<file path="src/hw/adc_dma_regs.svh">
`ifndef ADC_DMA_REGS_SVH
`define ADC_DMA_REGS_SVH
`define XFER_EN_BIT        6
`define PWR_MODE_HI_BIT    7
`define PWR_MODE_LO_BIT    6
`define TMR_TRIG_BIT       1
`define EXT_TRIG_BIT       0
`define STOP_CODE          4'hF
`define PTR_RESET          24'h000000
`define PTR_STEP           24'h000002
`define CONV_TIME_NS       2380
`define CLK_PERIOD_NS      25
`define CONV_CYCLES        ((`CONV_TIME_NS + `CLK_PERIOD_NS - 1) / `CLK_PERIOD_NS)
`endif

</file>
<file path="src/hw/adc_dma_pkg.sv">
`default_nettype none
package adc_dma_pkg;
    // one word on the external data memory bus
    typedef struct packed {
        logic        rd;
        logic        wr;
        logic [23:0] addr;
        logic [7:0]  wdata;
    } xmem_req_type;
    // one converter result with its channel
    typedef struct packed {
        logic [3:0]  chan;
        logic [11:0] value;
    } result_type;
endpackage : adc_dma_pkg
`default_nettype wire

</file>
<file path="src/hw/result_buffer.sv">
`default_nettype none
module result_buffer
    import adc_dma_pkg::*;
#(
    parameter int WIDTH = 16,
    parameter int DEPTH = 2
)(
    input  wire logic             clock_i,
    input  wire logic             rst_i,
    input  wire logic             in_valid_i,
    output logic                  in_ready_o,
    input  wire logic [WIDTH-1:0] in_data_i,
    output logic                  out_valid_o,
    input  wire logic             out_ready_i,
    output logic [WIDTH-1:0]      out_data_o
);
    localparam int AW = (DEPTH > 1) ? $clog2(DEPTH) : 1;
    logic [WIDTH-1:0] mem_q [DEPTH];
    logic [AW-1:0]    wp_q;
    logic [AW-1:0]    rp_q;
    logic [AW:0]      cnt_q;
    logic [WIDTH-1:0] rdata_q;
    logic             rvalid_q;
    wire              push = in_valid_i && in_ready_o;
    wire              pop  = (cnt_q != '0) && (!rvalid_q || out_ready_i);

    // ====================================================
    // handshake and output register
    assign in_ready_o  = (cnt_q != DEPTH[AW:0]);
    assign out_valid_o = rvalid_q;
    assign out_data_o  = rdata_q;

    // storage with registered read stage
    always_ff @(posedge clock_i)
    begin
        if (push)
            mem_q[wp_q] <= in_data_i;
        if (pop)
            rdata_q <= mem_q[rp_q];
        if (rst_i)
        begin
            wp_q     <= '0;
            rp_q     <= '0;
            cnt_q    <= '0;
            rvalid_q <= 1'b0;
        end
        else
        begin
            if (push)
                wp_q <= (wp_q == AW'(DEPTH - 1)) ? '0 : wp_q + 1'b1;
            if (pop)
                rp_q <= (rp_q == AW'(DEPTH - 1)) ? '0 : rp_q + 1'b1;
            cnt_q <= cnt_q + (AW+1)'(push) - (AW+1)'(pop);
            if (pop)
                rvalid_q <= 1'b1;
            else if (out_ready_i)
                rvalid_q <= 1'b0;
        end
    end
endmodule : result_buffer
`default_nettype wire

</file>
<file path="src/hw/adc_result_dma.sv">
`include "adc_dma_regs.svh"
`default_nettype none
module adc_result_dma
    import adc_dma_pkg::*;
#(
    parameter int CONV_CYCLES = `CONV_CYCLES
)(
    input  wire logic        clock_i,
    input  wire logic        rst_i,
    // register writes from the core, then start and trigger inputs
    input  wire logic        ctrl_first_we_i,
    input  wire logic        ctrl_second_we_i,
    input  wire logic        ptr_low_we_i,
    input  wire logic        ptr_high_we_i,
    input  wire logic        ptr_page_we_i,
    input  wire logic [7:0]  reg_wdata_i,
    input  wire logic        soft_start_i,
    input  wire logic        timer2_trig_i,
    input  wire logic        ext_trig_i,
    // core access to external memory
    input  wire logic        core_xmem_rd_i,
    input  wire logic        core_xmem_wr_i,
    input  wire logic [23:0] core_xmem_addr_i,
    input  wire logic [7:0]  core_xmem_wdata_i,
    output logic [7:0]       core_xmem_rdata_o,
    // converter
    output logic             conv_start_o,
    output logic [3:0]       conv_chan_o,
    input  wire logic        conv_done_i,
    input  wire logic [11:0] conv_result_i,
    // external RAM bus, one-cycle access
    output logic             xmem_rd_o,
    output logic             xmem_wr_o,
    output logic [23:0]      xmem_addr_o,
    output logic [7:0]       xmem_wdata_o,
    input  wire logic [7:0]  xmem_rdata_i,
    // status, and done flag clear
    output logic [7:0]       conv_ctrl_first_o,
    output logic [7:0]       conv_ctrl_second_o,
    output logic [23:0]      xfer_ptr_o,
    output logic             xfer_active_o,
    output logic             conv_power_up_o,
    output logic             conv_done_flag_o,
    input  wire logic        conv_done_flag_clr_i
);
    typedef enum logic [2:0] {
        ST_IDLE, ST_FETCH, ST_PEEK, ST_PEEK_WAIT, ST_ARM, ST_CONVERT
    } dma_state_type;

    dma_state_type state_q, state_d;
    logic [7:0]  first_q, second_q;
    logic [23:0] ptr_q;
    logic [23:0] wr_ptr_q;
    logic [3:0]  chan_q;
    logic        flag_q;
    logic        ext_s1_q, ext_s2_q, ext_s3_q;
    logic        cmd_q;
    logic        ended_q;
    result_type  buf_out;
    logic        buf_valid, buf_in_ready, buf_pop;
    xmem_req_type dma_req;
    xmem_req_type bus_q;

    // ====================================================
    // decoding
    function automatic logic is_stop(input logic [7:0] b);
        is_stop = (b[7:4] == `STOP_CODE);
    endfunction : is_stop

    wire xfer_en   = second_q[`XFER_EN_BIT];
    wire power_up  = first_q[`PWR_MODE_HI_BIT] | first_q[`PWR_MODE_LO_BIT];
    wire ext_rise  = ext_s2_q & ~ext_s3_q;
    wire trig      = soft_start_i
                   | (timer2_trig_i & first_q[`TMR_TRIG_BIT])
                   | (ext_rise & first_q[`EXT_TRIG_BIT]);
    wire fetch_stop = is_stop(xmem_rdata_i);
    // stop seen on the fetched id or on the one after it
    wire stop_seen  = ((state_q == ST_PEEK) || (state_q == ST_PEEK_WAIT)) && fetch_stop;

    // ====================================================
    // core writable registers and pointer
    // 24-bit pointer carry
    always_ff @(posedge clock_i)
    begin
        if (rst_i)
        begin
            first_q  <= 8'h00;
            second_q <= 8'h00;
            ptr_q    <= `PTR_RESET;
        end
        else
        begin
            if (ctrl_first_we_i)
                first_q <= reg_wdata_i;
            if (ctrl_second_we_i)
                second_q <= reg_wdata_i;
            if (ptr_low_we_i)
                ptr_q[7:0] <= reg_wdata_i;
            else if (ptr_high_we_i)
                ptr_q[15:8] <= reg_wdata_i;
            else if (ptr_page_we_i)
                ptr_q[23:16] <= reg_wdata_i;
            else if (state_q == ST_CONVERT && conv_done_i)
                ptr_q <= ptr_q + `PTR_STEP;
        end
    end

    // external trigger pin sync then edge
    always_ff @(posedge clock_i)
    begin
        if (rst_i)
            {ext_s1_q, ext_s2_q, ext_s3_q} <= 3'b000;
        else
            {ext_s1_q, ext_s2_q, ext_s3_q} <= {ext_trig_i, ext_s1_q, ext_s2_q};
    end

    // ====================================================
    // sequence machine
    always_comb
    begin
        state_d = state_q;
        case (state_q)
            // a finished sequence waits for transfer enable to drop
            ST_IDLE:       if (xfer_en && power_up && !ended_q) state_d = ST_FETCH;
            ST_FETCH:      state_d = ST_PEEK;
            // id before the stop code is never converted
            ST_PEEK:       state_d = fetch_stop ? ST_IDLE : ST_PEEK_WAIT;
            ST_PEEK_WAIT:  state_d = fetch_stop ? ST_IDLE : ST_ARM;
            ST_ARM:        if (trig && !cmd_q) state_d = ST_CONVERT;
            ST_CONVERT:    if (conv_done_i) state_d = ST_FETCH;
            default:       state_d = ST_IDLE;
        endcase
        if (!xfer_en)
            state_d = ST_IDLE;
    end

    always_ff @(posedge clock_i)
    begin
        if (rst_i)
        begin
            state_q <= ST_IDLE;
            chan_q  <= 4'h0;
            cmd_q   <= 1'b0;
            ended_q <= 1'b0;
        end
        else
        begin
            state_q <= state_d;
            if (state_q == ST_PEEK)
                chan_q <= xmem_rdata_i[7:4];
            if (!xfer_en)
                ended_q <= 1'b0;
            else if (stop_seen)
                ended_q <= 1'b1;
            // hold off a new start while a previous word waits on the bus
            cmd_q <= buf_valid;
        end
    end

    // done flag, set wins over clear
    always_ff @(posedge clock_i)
    begin
        if (rst_i)
            flag_q <= 1'b0;
        else if (stop_seen && xfer_en)
            flag_q <= 1'b1;
        else if (conv_done_flag_clr_i)
            flag_q <= 1'b0;
    end

    // ====================================================
    // result buffer: the fetch of the next id never waits on a store
    // a buffered result holds off the next start until stored
    result_buffer #(
        .WIDTH ($bits(result_type)),
        .DEPTH (2)
    ) u_buf (
        .clock_i     (clock_i),
        .rst_i       (rst_i),
        .in_valid_i  (state_q == ST_CONVERT && conv_done_i),
        .in_ready_o  (buf_in_ready),
        .in_data_i   ({chan_q, conv_result_i}),
        .out_valid_o (buf_valid),
        .out_ready_i (buf_pop),
        .out_data_o  (buf_out)
    );

    // store two bytes: id nibble with result top, then low byte
    logic store_lo_q;
    wire  bus_free = !((state_q == ST_FETCH) || (state_q == ST_PEEK));
    assign buf_pop = buf_valid && bus_free && store_lo_q;
    always_ff @(posedge clock_i)
    begin
        if (rst_i)
        begin
            store_lo_q <= 1'b0;
            wr_ptr_q   <= `PTR_RESET;
        end
        else
        begin
            if (state_q == ST_CONVERT && conv_done_i)
                wr_ptr_q <= ptr_q;
            if (buf_valid && bus_free)
                store_lo_q <= ~store_lo_q;
        end
    end

    // stop fields only read, never written
    always_comb
    begin
        dma_req = '0;
        if (state_q == ST_FETCH)
        begin
            dma_req.rd   = 1'b1;
            dma_req.addr = ptr_q;
        end
        else if (state_q == ST_PEEK)
        begin
            dma_req.rd   = 1'b1;
            dma_req.addr = ptr_q + `PTR_STEP;
        end
        else if (buf_valid)
        begin
            dma_req.wr    = 1'b1;
            dma_req.addr  = store_lo_q ? wr_ptr_q + 24'h000001 : wr_ptr_q;
            dma_req.wdata = store_lo_q ? buf_out.value[7:0]
                                       : {buf_out.chan, buf_out.value[11:8]};
        end
    end

    // core accesses dropped in transfer mode
    always_ff @(posedge clock_i)
    begin
        if (rst_i)
            bus_q <= '0;
        else if (xfer_en || buf_valid)
            bus_q <= dma_req;
        else
            bus_q <= '{rd: core_xmem_rd_i, wr: core_xmem_wr_i,
                       addr: core_xmem_addr_i, wdata: core_xmem_wdata_i};
    end

    // ====================================================
    // outputs
    assign xmem_rd_o          = dma_req.rd | (!xfer_en && !buf_valid && bus_q.rd);
    assign xmem_wr_o          = dma_req.wr | (!xfer_en && !buf_valid && bus_q.wr);
    assign xmem_addr_o        = (xfer_en || buf_valid) ? dma_req.addr : bus_q.addr;
    assign xmem_wdata_o       = (xfer_en || buf_valid) ? dma_req.wdata : bus_q.wdata;
    assign core_xmem_rdata_o  = xfer_en ? 8'hFF : xmem_rdata_i;
    assign conv_start_o       = (state_q == ST_ARM) && trig && !cmd_q;
    assign conv_chan_o        = chan_q;
    assign conv_ctrl_first_o  = first_q;
    assign conv_ctrl_second_o = second_q;
    assign xfer_ptr_o         = ptr_q;
    assign xfer_active_o      = (state_q != ST_IDLE);
    assign conv_power_up_o    = power_up;
    assign conv_done_flag_o   = flag_q;
endmodule : adc_result_dma
`default_nettype wire

</file>
<file path="config.mk">
export PLATFORM = sky130hd
export DESIGN_NAME = adc_result_dma
export DESIGN_NICKNAME = d
export VERILOG_FILES = /design/src/hw/adc_dma_pkg.sv /design/src/hw/result_buffer.sv /design/src/hw/adc_result_dma.sv
export VERILOG_INCLUDE_DIRS = /design/src /design/src/hw
export SDC_FILE = /design/constraint.sdc
export NUM_CORES = 1
export LEC_CHECK = 0
export BUFFER_PORTS_ARGS = -buffer_cell sky130_fd_sc_hd__buf_2
export CORE_UTILIZATION = 50
export CTS_CLUSTER_SIZE = 28
export DETAILED_ROUTE_END_ITERATION = 10
export PLACE_DENSITY = 0.77
export SYNTH_ARGS = -nofsm -noshare
export SYNTH_HDL_FRONTEND = slang
export SYNTH_SLANG_ARGS = --single-unit
</file>
<file path="constraint.sdc">
create_clock -name clock_i -period 2.8 [get_ports clock_i]
set_input_delay 0.7 -clock clock_i [delete_from_list [all_inputs] [get_ports clock_i]]
set_output_delay 0.7 -clock clock_i [all_outputs]
set_load 0.02 [all_outputs]
</file>
# Yosys cells after proc, flatten, opt, wreduce, memory -nomap -nowiden
# Memory sizes are Yosys's and may differ from the RTL's. A register that Yosys moved wholly into a read port is not among the register bits.
# Cells that the tools add are included.
dict set report totals {
  ff_bits 117
  ramBits 32
  input_bits 74
  out_inout_bits 90
  wordCells 128
  n_memories 1
}
dict set report op_classes {
  add_sub_neg 6
  eq_ne 13
  mux 35
  n_bitwise 13
  n_reduce_logical 37
}
# name words width rd rd_clocked_by_memory_dff write_ports line
set memory_table {}
lappend memory_table {u_buf.mem_q 2 16 1 1 1 result_buffer.sv:18} ;# logic [WIDTH-1:0] mem_q [DEPTH];
# cell n
set ops {}
lappend ops {{$mux W24} 5}
lappend ops {{$mux W8} 9}
lappend ops {{$mux W34} 1}
lappend ops {{$mux W33} 1}
lappend ops {{$add A24 B1 Y24 const B} 1}
lappend ops {{$add A24 B2 Y24 const B} 1}
lappend ops {{$pmux W3 S6} 1}
lappend ops {{$mux W16} 1}
lappend ops {{$logic_and A1 B1 Y1} 15}
lappend ops {{$ne A2 B2 Y1 const B} 7}
lappend ops {{$mux W1} 12}
lappend ops {{$mux W3} 4}
lappend ops {{$reduce_and A3 Y1} 4}
lappend ops {{$reduce_bool A2 Y1} 6}
lappend ops {{$eq A3 B2 Y1 const B} 2}
lappend ops {{$eq A3 B3 Y1 const B} 2}
lappend ops {{$logic_not A1 Y1} 5}
lappend ops {{$not A1 Y1} 5}
lappend ops {{$or A1 B1 Y1} 5}
lappend ops {{$eq A4 B4 Y1 const B} 1}
lappend ops {{$logic_or A1 B1 Y1} 4}
lappend ops {{$and A1 B1 Y1} 3}
lappend ops {{$eq A3 B1 Y1 const B} 1}
lappend ops {{$logic_not A3 Y1} 1}
lappend ops {{other kinds (6)} 7}

# Logic depth before layout (Yosys ltp)
dict set report logic_depth {
  depth_word 8
  mapped_depth 11
  ltp_nobuf 9
}

# By module
# From an unflattened synthesis, not the netlist that was laid out.
dict set report unflattened {
  cells_unflattened 947
  area_unflattened_um2 8216.6
}
# module instances cells_per_inst area_per_inst_um2 seq_area_each_um2
set modules_own_cells {}
lappend modules_own_cells {adc_result_dma 1 849 6316.1 2242.2}
lappend modules_own_cells {result_buffer 1 98 1900.6 1541.5}

# Worst setup path after synthesis
# OpenSTA, ideal clock, no wires.
dict set report synth_path {
  path_type {reg-to-reg}
  startpoint {register store_lo_q}
  endpoint {register u_buf.cnt_q[1]}
  setup_ps 128
  arrival_time_ps 2952
  required_time_ps 2672
  slack_ps -279
  stages_incl_launch_ff 11
  n_path_buf 2
  synth_period_minus_slack_ps 3079
  path_cell_list {dfxtp_1 > buf_2 > buf_1 > nand3_1 > a21oi_1 > ha_1 > inv_1 > ha_1 > xor2_1 > xnor2_1 > nor2_1}
}
dict set report synth_between {
  elab_chain_len 4
}
# item line
set synth_lines {}
lappend synth_lines {{from (decl)} adc_result_dma.sv:189} ;# logic store_lo_q;
lappend synth_lines {{from (signal assigned)} adc_result_dma.sv:204} ;# store_lo_q <= ~store_lo_q;
lappend synth_lines {{$logic_and A1 B1 Y1} adc_result_dma.sv:191} ;# assign buf_pop = buf_valid && bus_free && store_lo_q;
lappend synth_lines {{$logic_or A1 B1 Y1} result_buffer.sv:25} ;# wire pop = (cnt_q != '0) && (!rvalid_q || out_ready_i);
lappend synth_lines {{$logic_and A1 B1 Y1} result_buffer.sv:25}
lappend synth_lines {{net u_buf.pop} result_buffer.sv:25}
lappend synth_lines {{$sub A2 B1 Y2} result_buffer.sv:53} ;# cnt_q <= cnt_q + (AW+1)'(push) - (AW+1)'(pop);
lappend synth_lines {{to (signal assigned)} result_buffer.sv:53}
lappend synth_lines {{to (decl)} result_buffer.sv:21} ;# logic [AW:0] cnt_q;
# The timed path passes the listed nets, and every way through them passes these cells.
# A chain may end at the register's enable or synchronous reset.

# Worst setup path after layout
dict set report layout_path {
  startpoint {register wr_ptr_q[0]}
  endpoint {output port xmem_addr_o[20]}
}
dict set report layout_between {
  elab_chain_len 6
}
# item line
set layout_lines {}
lappend layout_lines {{from (decl)} adc_result_dma.sv:53} ;# logic [23:0] wr_ptr_q;
lappend layout_lines {{from (signal assigned)} adc_result_dma.sv:197} ;# wr_ptr_q <= `PTR_RESET;
lappend layout_lines {{from (signal assigned)} adc_result_dma.sv:202} ;# wr_ptr_q <= ptr_q;
lappend layout_lines {{$add A24 B1 Y24} adc_result_dma.sv:225} ;# dma_req.addr = store_lo_q ? wr_ptr_q + 24'h000001 : wr_ptr_q;
lappend layout_lines {{$mux W24} adc_result_dma.sv:225}
lappend layout_lines {{$mux W33} adc_result_dma.sv:222} ;# else if (buf_valid)
lappend layout_lines {{$mux W24} adc_result_dma.sv:217} ;# else if (state_q == ST_PEEK)
lappend layout_lines {{$mux W24} adc_result_dma.sv:212} ;# if (state_q == ST_FETCH)
lappend layout_lines {{$mux W24} adc_result_dma.sv:247} ;# assign xmem_addr_o = (xfer_en || buf_valid) ? dma_req.addr : bus_q.addr;
lappend layout_lines {{to (decl)} adc_result_dma.sv:34} ;# output logic [23:0] xmem_addr_o,
# Every way passes these cells.

==> summary.md <==
| Metric | Value |
|---|---|
| CTS buffer count | 17 |
| RSZ-0062 raised after global routing | true |
| Reg clk slew, reported paths | about 0.07 ns |
| Period utilisation layout | 118% |
| Crit path kind | flip-flop to output pin |
| Fin crit period | 3.30 ns |
| Leak | just over 5 nW |
| Crit path DAT | 2.60 ns |
| Antenna diode count | 0 |
| Crit path cell chain | ha_4 -> nand3_4 -> nor4_4 -> buf_4 -> nand4_1 -> xnor2_1 -> a211oi_1 -> buf_4 -> nor2_1 -> buf_4 |
| Failing checks | negative setup slack |
| Rows | 46 |
| Boundary pin count | 164 |
| Die W | 130 microns |
| Yosys warns | 0 |
| Status | finished, violations left |
| Number of synthesized flops with an enable pin | 48 |
| Root buffer cell | clkbuf_16 |
| Crit end category | output pin |
| Initial antenna violation count | 0 |
| Drt first pass iters | 9 |
| CP max-delay cell | dfxtp_4 |
| Power Total | a little under 0.006 W |
| Max_cap viols | 0 |
| P per Cell Area | 506 nW/um^2 |
| Global-route wire length before repair | ~39 mm |
| Maximum buffer depth of the clock tree | 2 |
| Grt ovf | 0 |
| DR WL/cell | 19.6 microns |
| H-tree level count | 4 |
| Netlist cell types | 65 |
| Final hold viol count | 0 |
| Net count, final | 1287 |
| Vias | 8641 |
| Final wirelength | 28.1 mm |
| #FFs+latches synth | approximately 170 |
| Max Clock Freq | 303 MHz |
| Top_reg_cell synth | dfxtp_1 |
| Synth Area per Inst | just under 9 sq um |
| Fillers | 1047 |
| Routability cong. | just over 0.9 |
| Crit-path max cell delay | between 0.3 and 0.4 ns |
| CP required | 2.10 ns |
| Asr flop ratio synth | 0% |
| Post-route ant nets | 0 |
| Setup crit start kind | flip-flop |
| Core Box Area | 15900 sq um |
| Largest fanout on the critical path | 4 |
| Slew @ Worst Pin | ~0.75 ns |
| Setup Viol. Count Final | 31 |
| Final Slew Violations | 0 |
| Slew headroom | ~50% |
| Die height | 130 microns |
| Seq/Total Area, Yosys | 46.5% |
| Layout cell share with drive strength beyond 1 | 43.2% |
| DR iter-0 viols | just over 900 |
| Min setup slack post-route | -0.502 ns |
| Sink Count | 165 |
| Syn_nets | 1007 |
| Most frequent cell on the critical path | buf_4 |
| Place WS | approximately 0.00038 ns |
| Drt drc | 0 |
| Gr usage total | 30.2% |
| IO Port Bufs | 163 |
| Worst min path class | flip-flop to flip-flop |
| Final clock skew | roughly 0.012 ns |
| Detail Placement HPWL | between 15 and 20 mm |
| Syn Std Cell Area | ~8100 sq um |
| Die footprint | 16800 sq um |
| Skew-Pair Late Insertion Delay | 0.45 ns |
| Vias in the first global route | 7706 |
| CTS tree | built |
| Gate Count Post-Synth | 929 |
| Area Growth Syn to Fin | 44.1% |
| Largest net degree at the start of global routing | 50 |
| VDD IR max | 0.000414 V |
| Vias/cell | 6.01 |
| Initial Util | slightly above 50% |
[logic make-up (layout without fill, tap and decap cells)]
family                     Yosys count  after routing  synth area share, %
AOI/OAI and AO/OA                  211            211                 16.2
xor gates and xnor gates            33             33                 3.55
adders and majority gates            4              4                0.614
buffers and inverters               77            369                 4.62
DFF                                165            165                 46.5
muxes                               46             46                 5.91
and+or+nand+nor                    393            394                 22.6
[power by group]
group / internal, W / switching, W
combinational: 0.000361 / 0.000528
sequential: 0.00253 / 0.0000482
clock: 0.00131 / 0.00116
[final cells by class]
class,count,area [sq um],area share (%)
Tap cell,216,270,2.30
Sequential cell,165,3840,32.7
Inverter,4,15.0,0.128
Multi-Input combinational cell,688,4630,39.4
Clock inverter,15,210,1.79
Clock buffer,17,425,3.62
Timing Repair Buffer,333,2350,20.1
[per-layer routing]
metal  global-route usage [%]  vias up  wire, microns
met2                     51.7      550          13400
met1                     34.2     4060          10300
met3                     7.02      182           2400
li1                         -     3849              -
met4                     18.8        0           2010
met5                        0        -              0
[through the flow]
step	utilization (%)	setup TNS, ns	hold WS, ns	instance area [sq um]	instances
after floorplan	-	0	0.414	8150	929
after global placement	60.5	0	0.422	9610	1328
after detailed placement	60.5	0	0.420	9610	1328
after CTS	69.9	-3.24	0.428	11100	1395
after global routing	73.9	-7.76	0.428	11700	1438
final	73.9	-5.74	0.436	11700	1438
[worst max-delay path: cells and delay by family, from the launching register on]
| family | cells | cell delay, ns |
|---|---|---|
| buffers and inverters | 3 | 0.55 |
| AND/OR/NAND/NOR | 4 | 0.56 |
| XOR/XNOR | 1 | 0.20 |
| flip-flops | 1 | 0.39 |
| adder cells (fa/ha/maj) | 1 | 0.16 |
| AO/OA/AOI/OAI | 1 | 0.30 |
[layout by cell type, fill, tap and decap left out, types with 6 or more instances in the layout]
master and instances:
buf_4 158, buf_2 139, nand2_1 126, nor2_1 117
dfxtp_1 91, a21oi_1 67, edfxtp_1 48, o21ai_0 31
mux2i_1 29, buf_6 26, clkbuf_16 19, xnor2_1 18
dfxtp_2 18, mux2_2 17, nand4_1 16, nor3_1 15
a21o_1 13, o31ai_1 12, nand3_1 11, a21oi_2 11
nor2b_1 11, or2_2 10, a22oi_1 9, xor2_1 9
dfxtp_4 8, and3_1 7, nand2_2 6, nand3_2 6
a31oi_1 6, o21ai_2 6
[final timing paths]
path | slack [ns] | to | start | cells past startpoint
worst max-delay path | -0.50 | xmem_addr_o[20] | wr_ptr_q[0]$_SDFFE_PP0P_ | 10
worst max register to register | 0.55 | bus_q[28]$_SDFF_PP0_ | wr_ptr_q[0]$_SDFFE_PP0P_ | 10
worst min-delay path | 0.44 | ext_s2_q$_SDFF_PP0_ | ext_s1_q$_SDFF_PP0_ | 1
worst min register to register | 0.44 | ext_s2_q$_SDFF_PP0_ | ext_s1_q$_SDFF_PP0_ | 1
[synth_stat cells, types with 7 or more instances]
cell	n	area (sq um)
and4_1	8	70.1
o21ai_0	43	215
mux2_2	17	191
a211oi_1	8	60.1
a21o_1	13	97.6
a22oi_1	10	75.1
xor2_1	10	87.6
mux2i_1	29	290
buf_2	10	50.1
a31oi_1	7	43.8
nor2b_1	11	68.8
or2_2	10	62.6
and3_1	10	62.6
nand3_1	22	110
a21oi_1	78	390
clkbuf_1	43	161
nor2_1	124	465
xnor2_1	23	201
nand4_1	16	100
nand2_1	135	507
nor3_1	20	100
and2_1	8	50.1
edfxtp_1	48	1440
o31ai_1	13	97.6
dfxtp_1	117	2340
[registers in the layout, summed over array words and instances (netlist names)]
register            count
u_buf.mem_q            32
xfer_ptr_o             24
u_buf.out_valid_o       1
ended_q                 1
u_buf.out_data_o       16
store_lo_q              1
u_buf.rp_q              1
u_buf.cnt_q             2
ext_s3_q                1
state_q                 3
cmd_q                   1
ext_s2_q                1
conv_chan_o             4
wr_ptr_q               24
conv_done_flag_o        1
ext_s1_q                1
conv_ctrl_second_o      8
u_buf.wp_q              1
conv_ctrl_first_o       8
bus_q                  34
[timing repair]
item / 4_1_cts / 5_1_grt
gates cloned: 1 / 3
setup buffers: 35 / 45
hold buffers: 0 / 0
gates resized for setup: 161 / 76
endpoints found under the setup margin: 32 / 25
pin swaps: 58 / 41
Power figures use the tool's default switching activity.
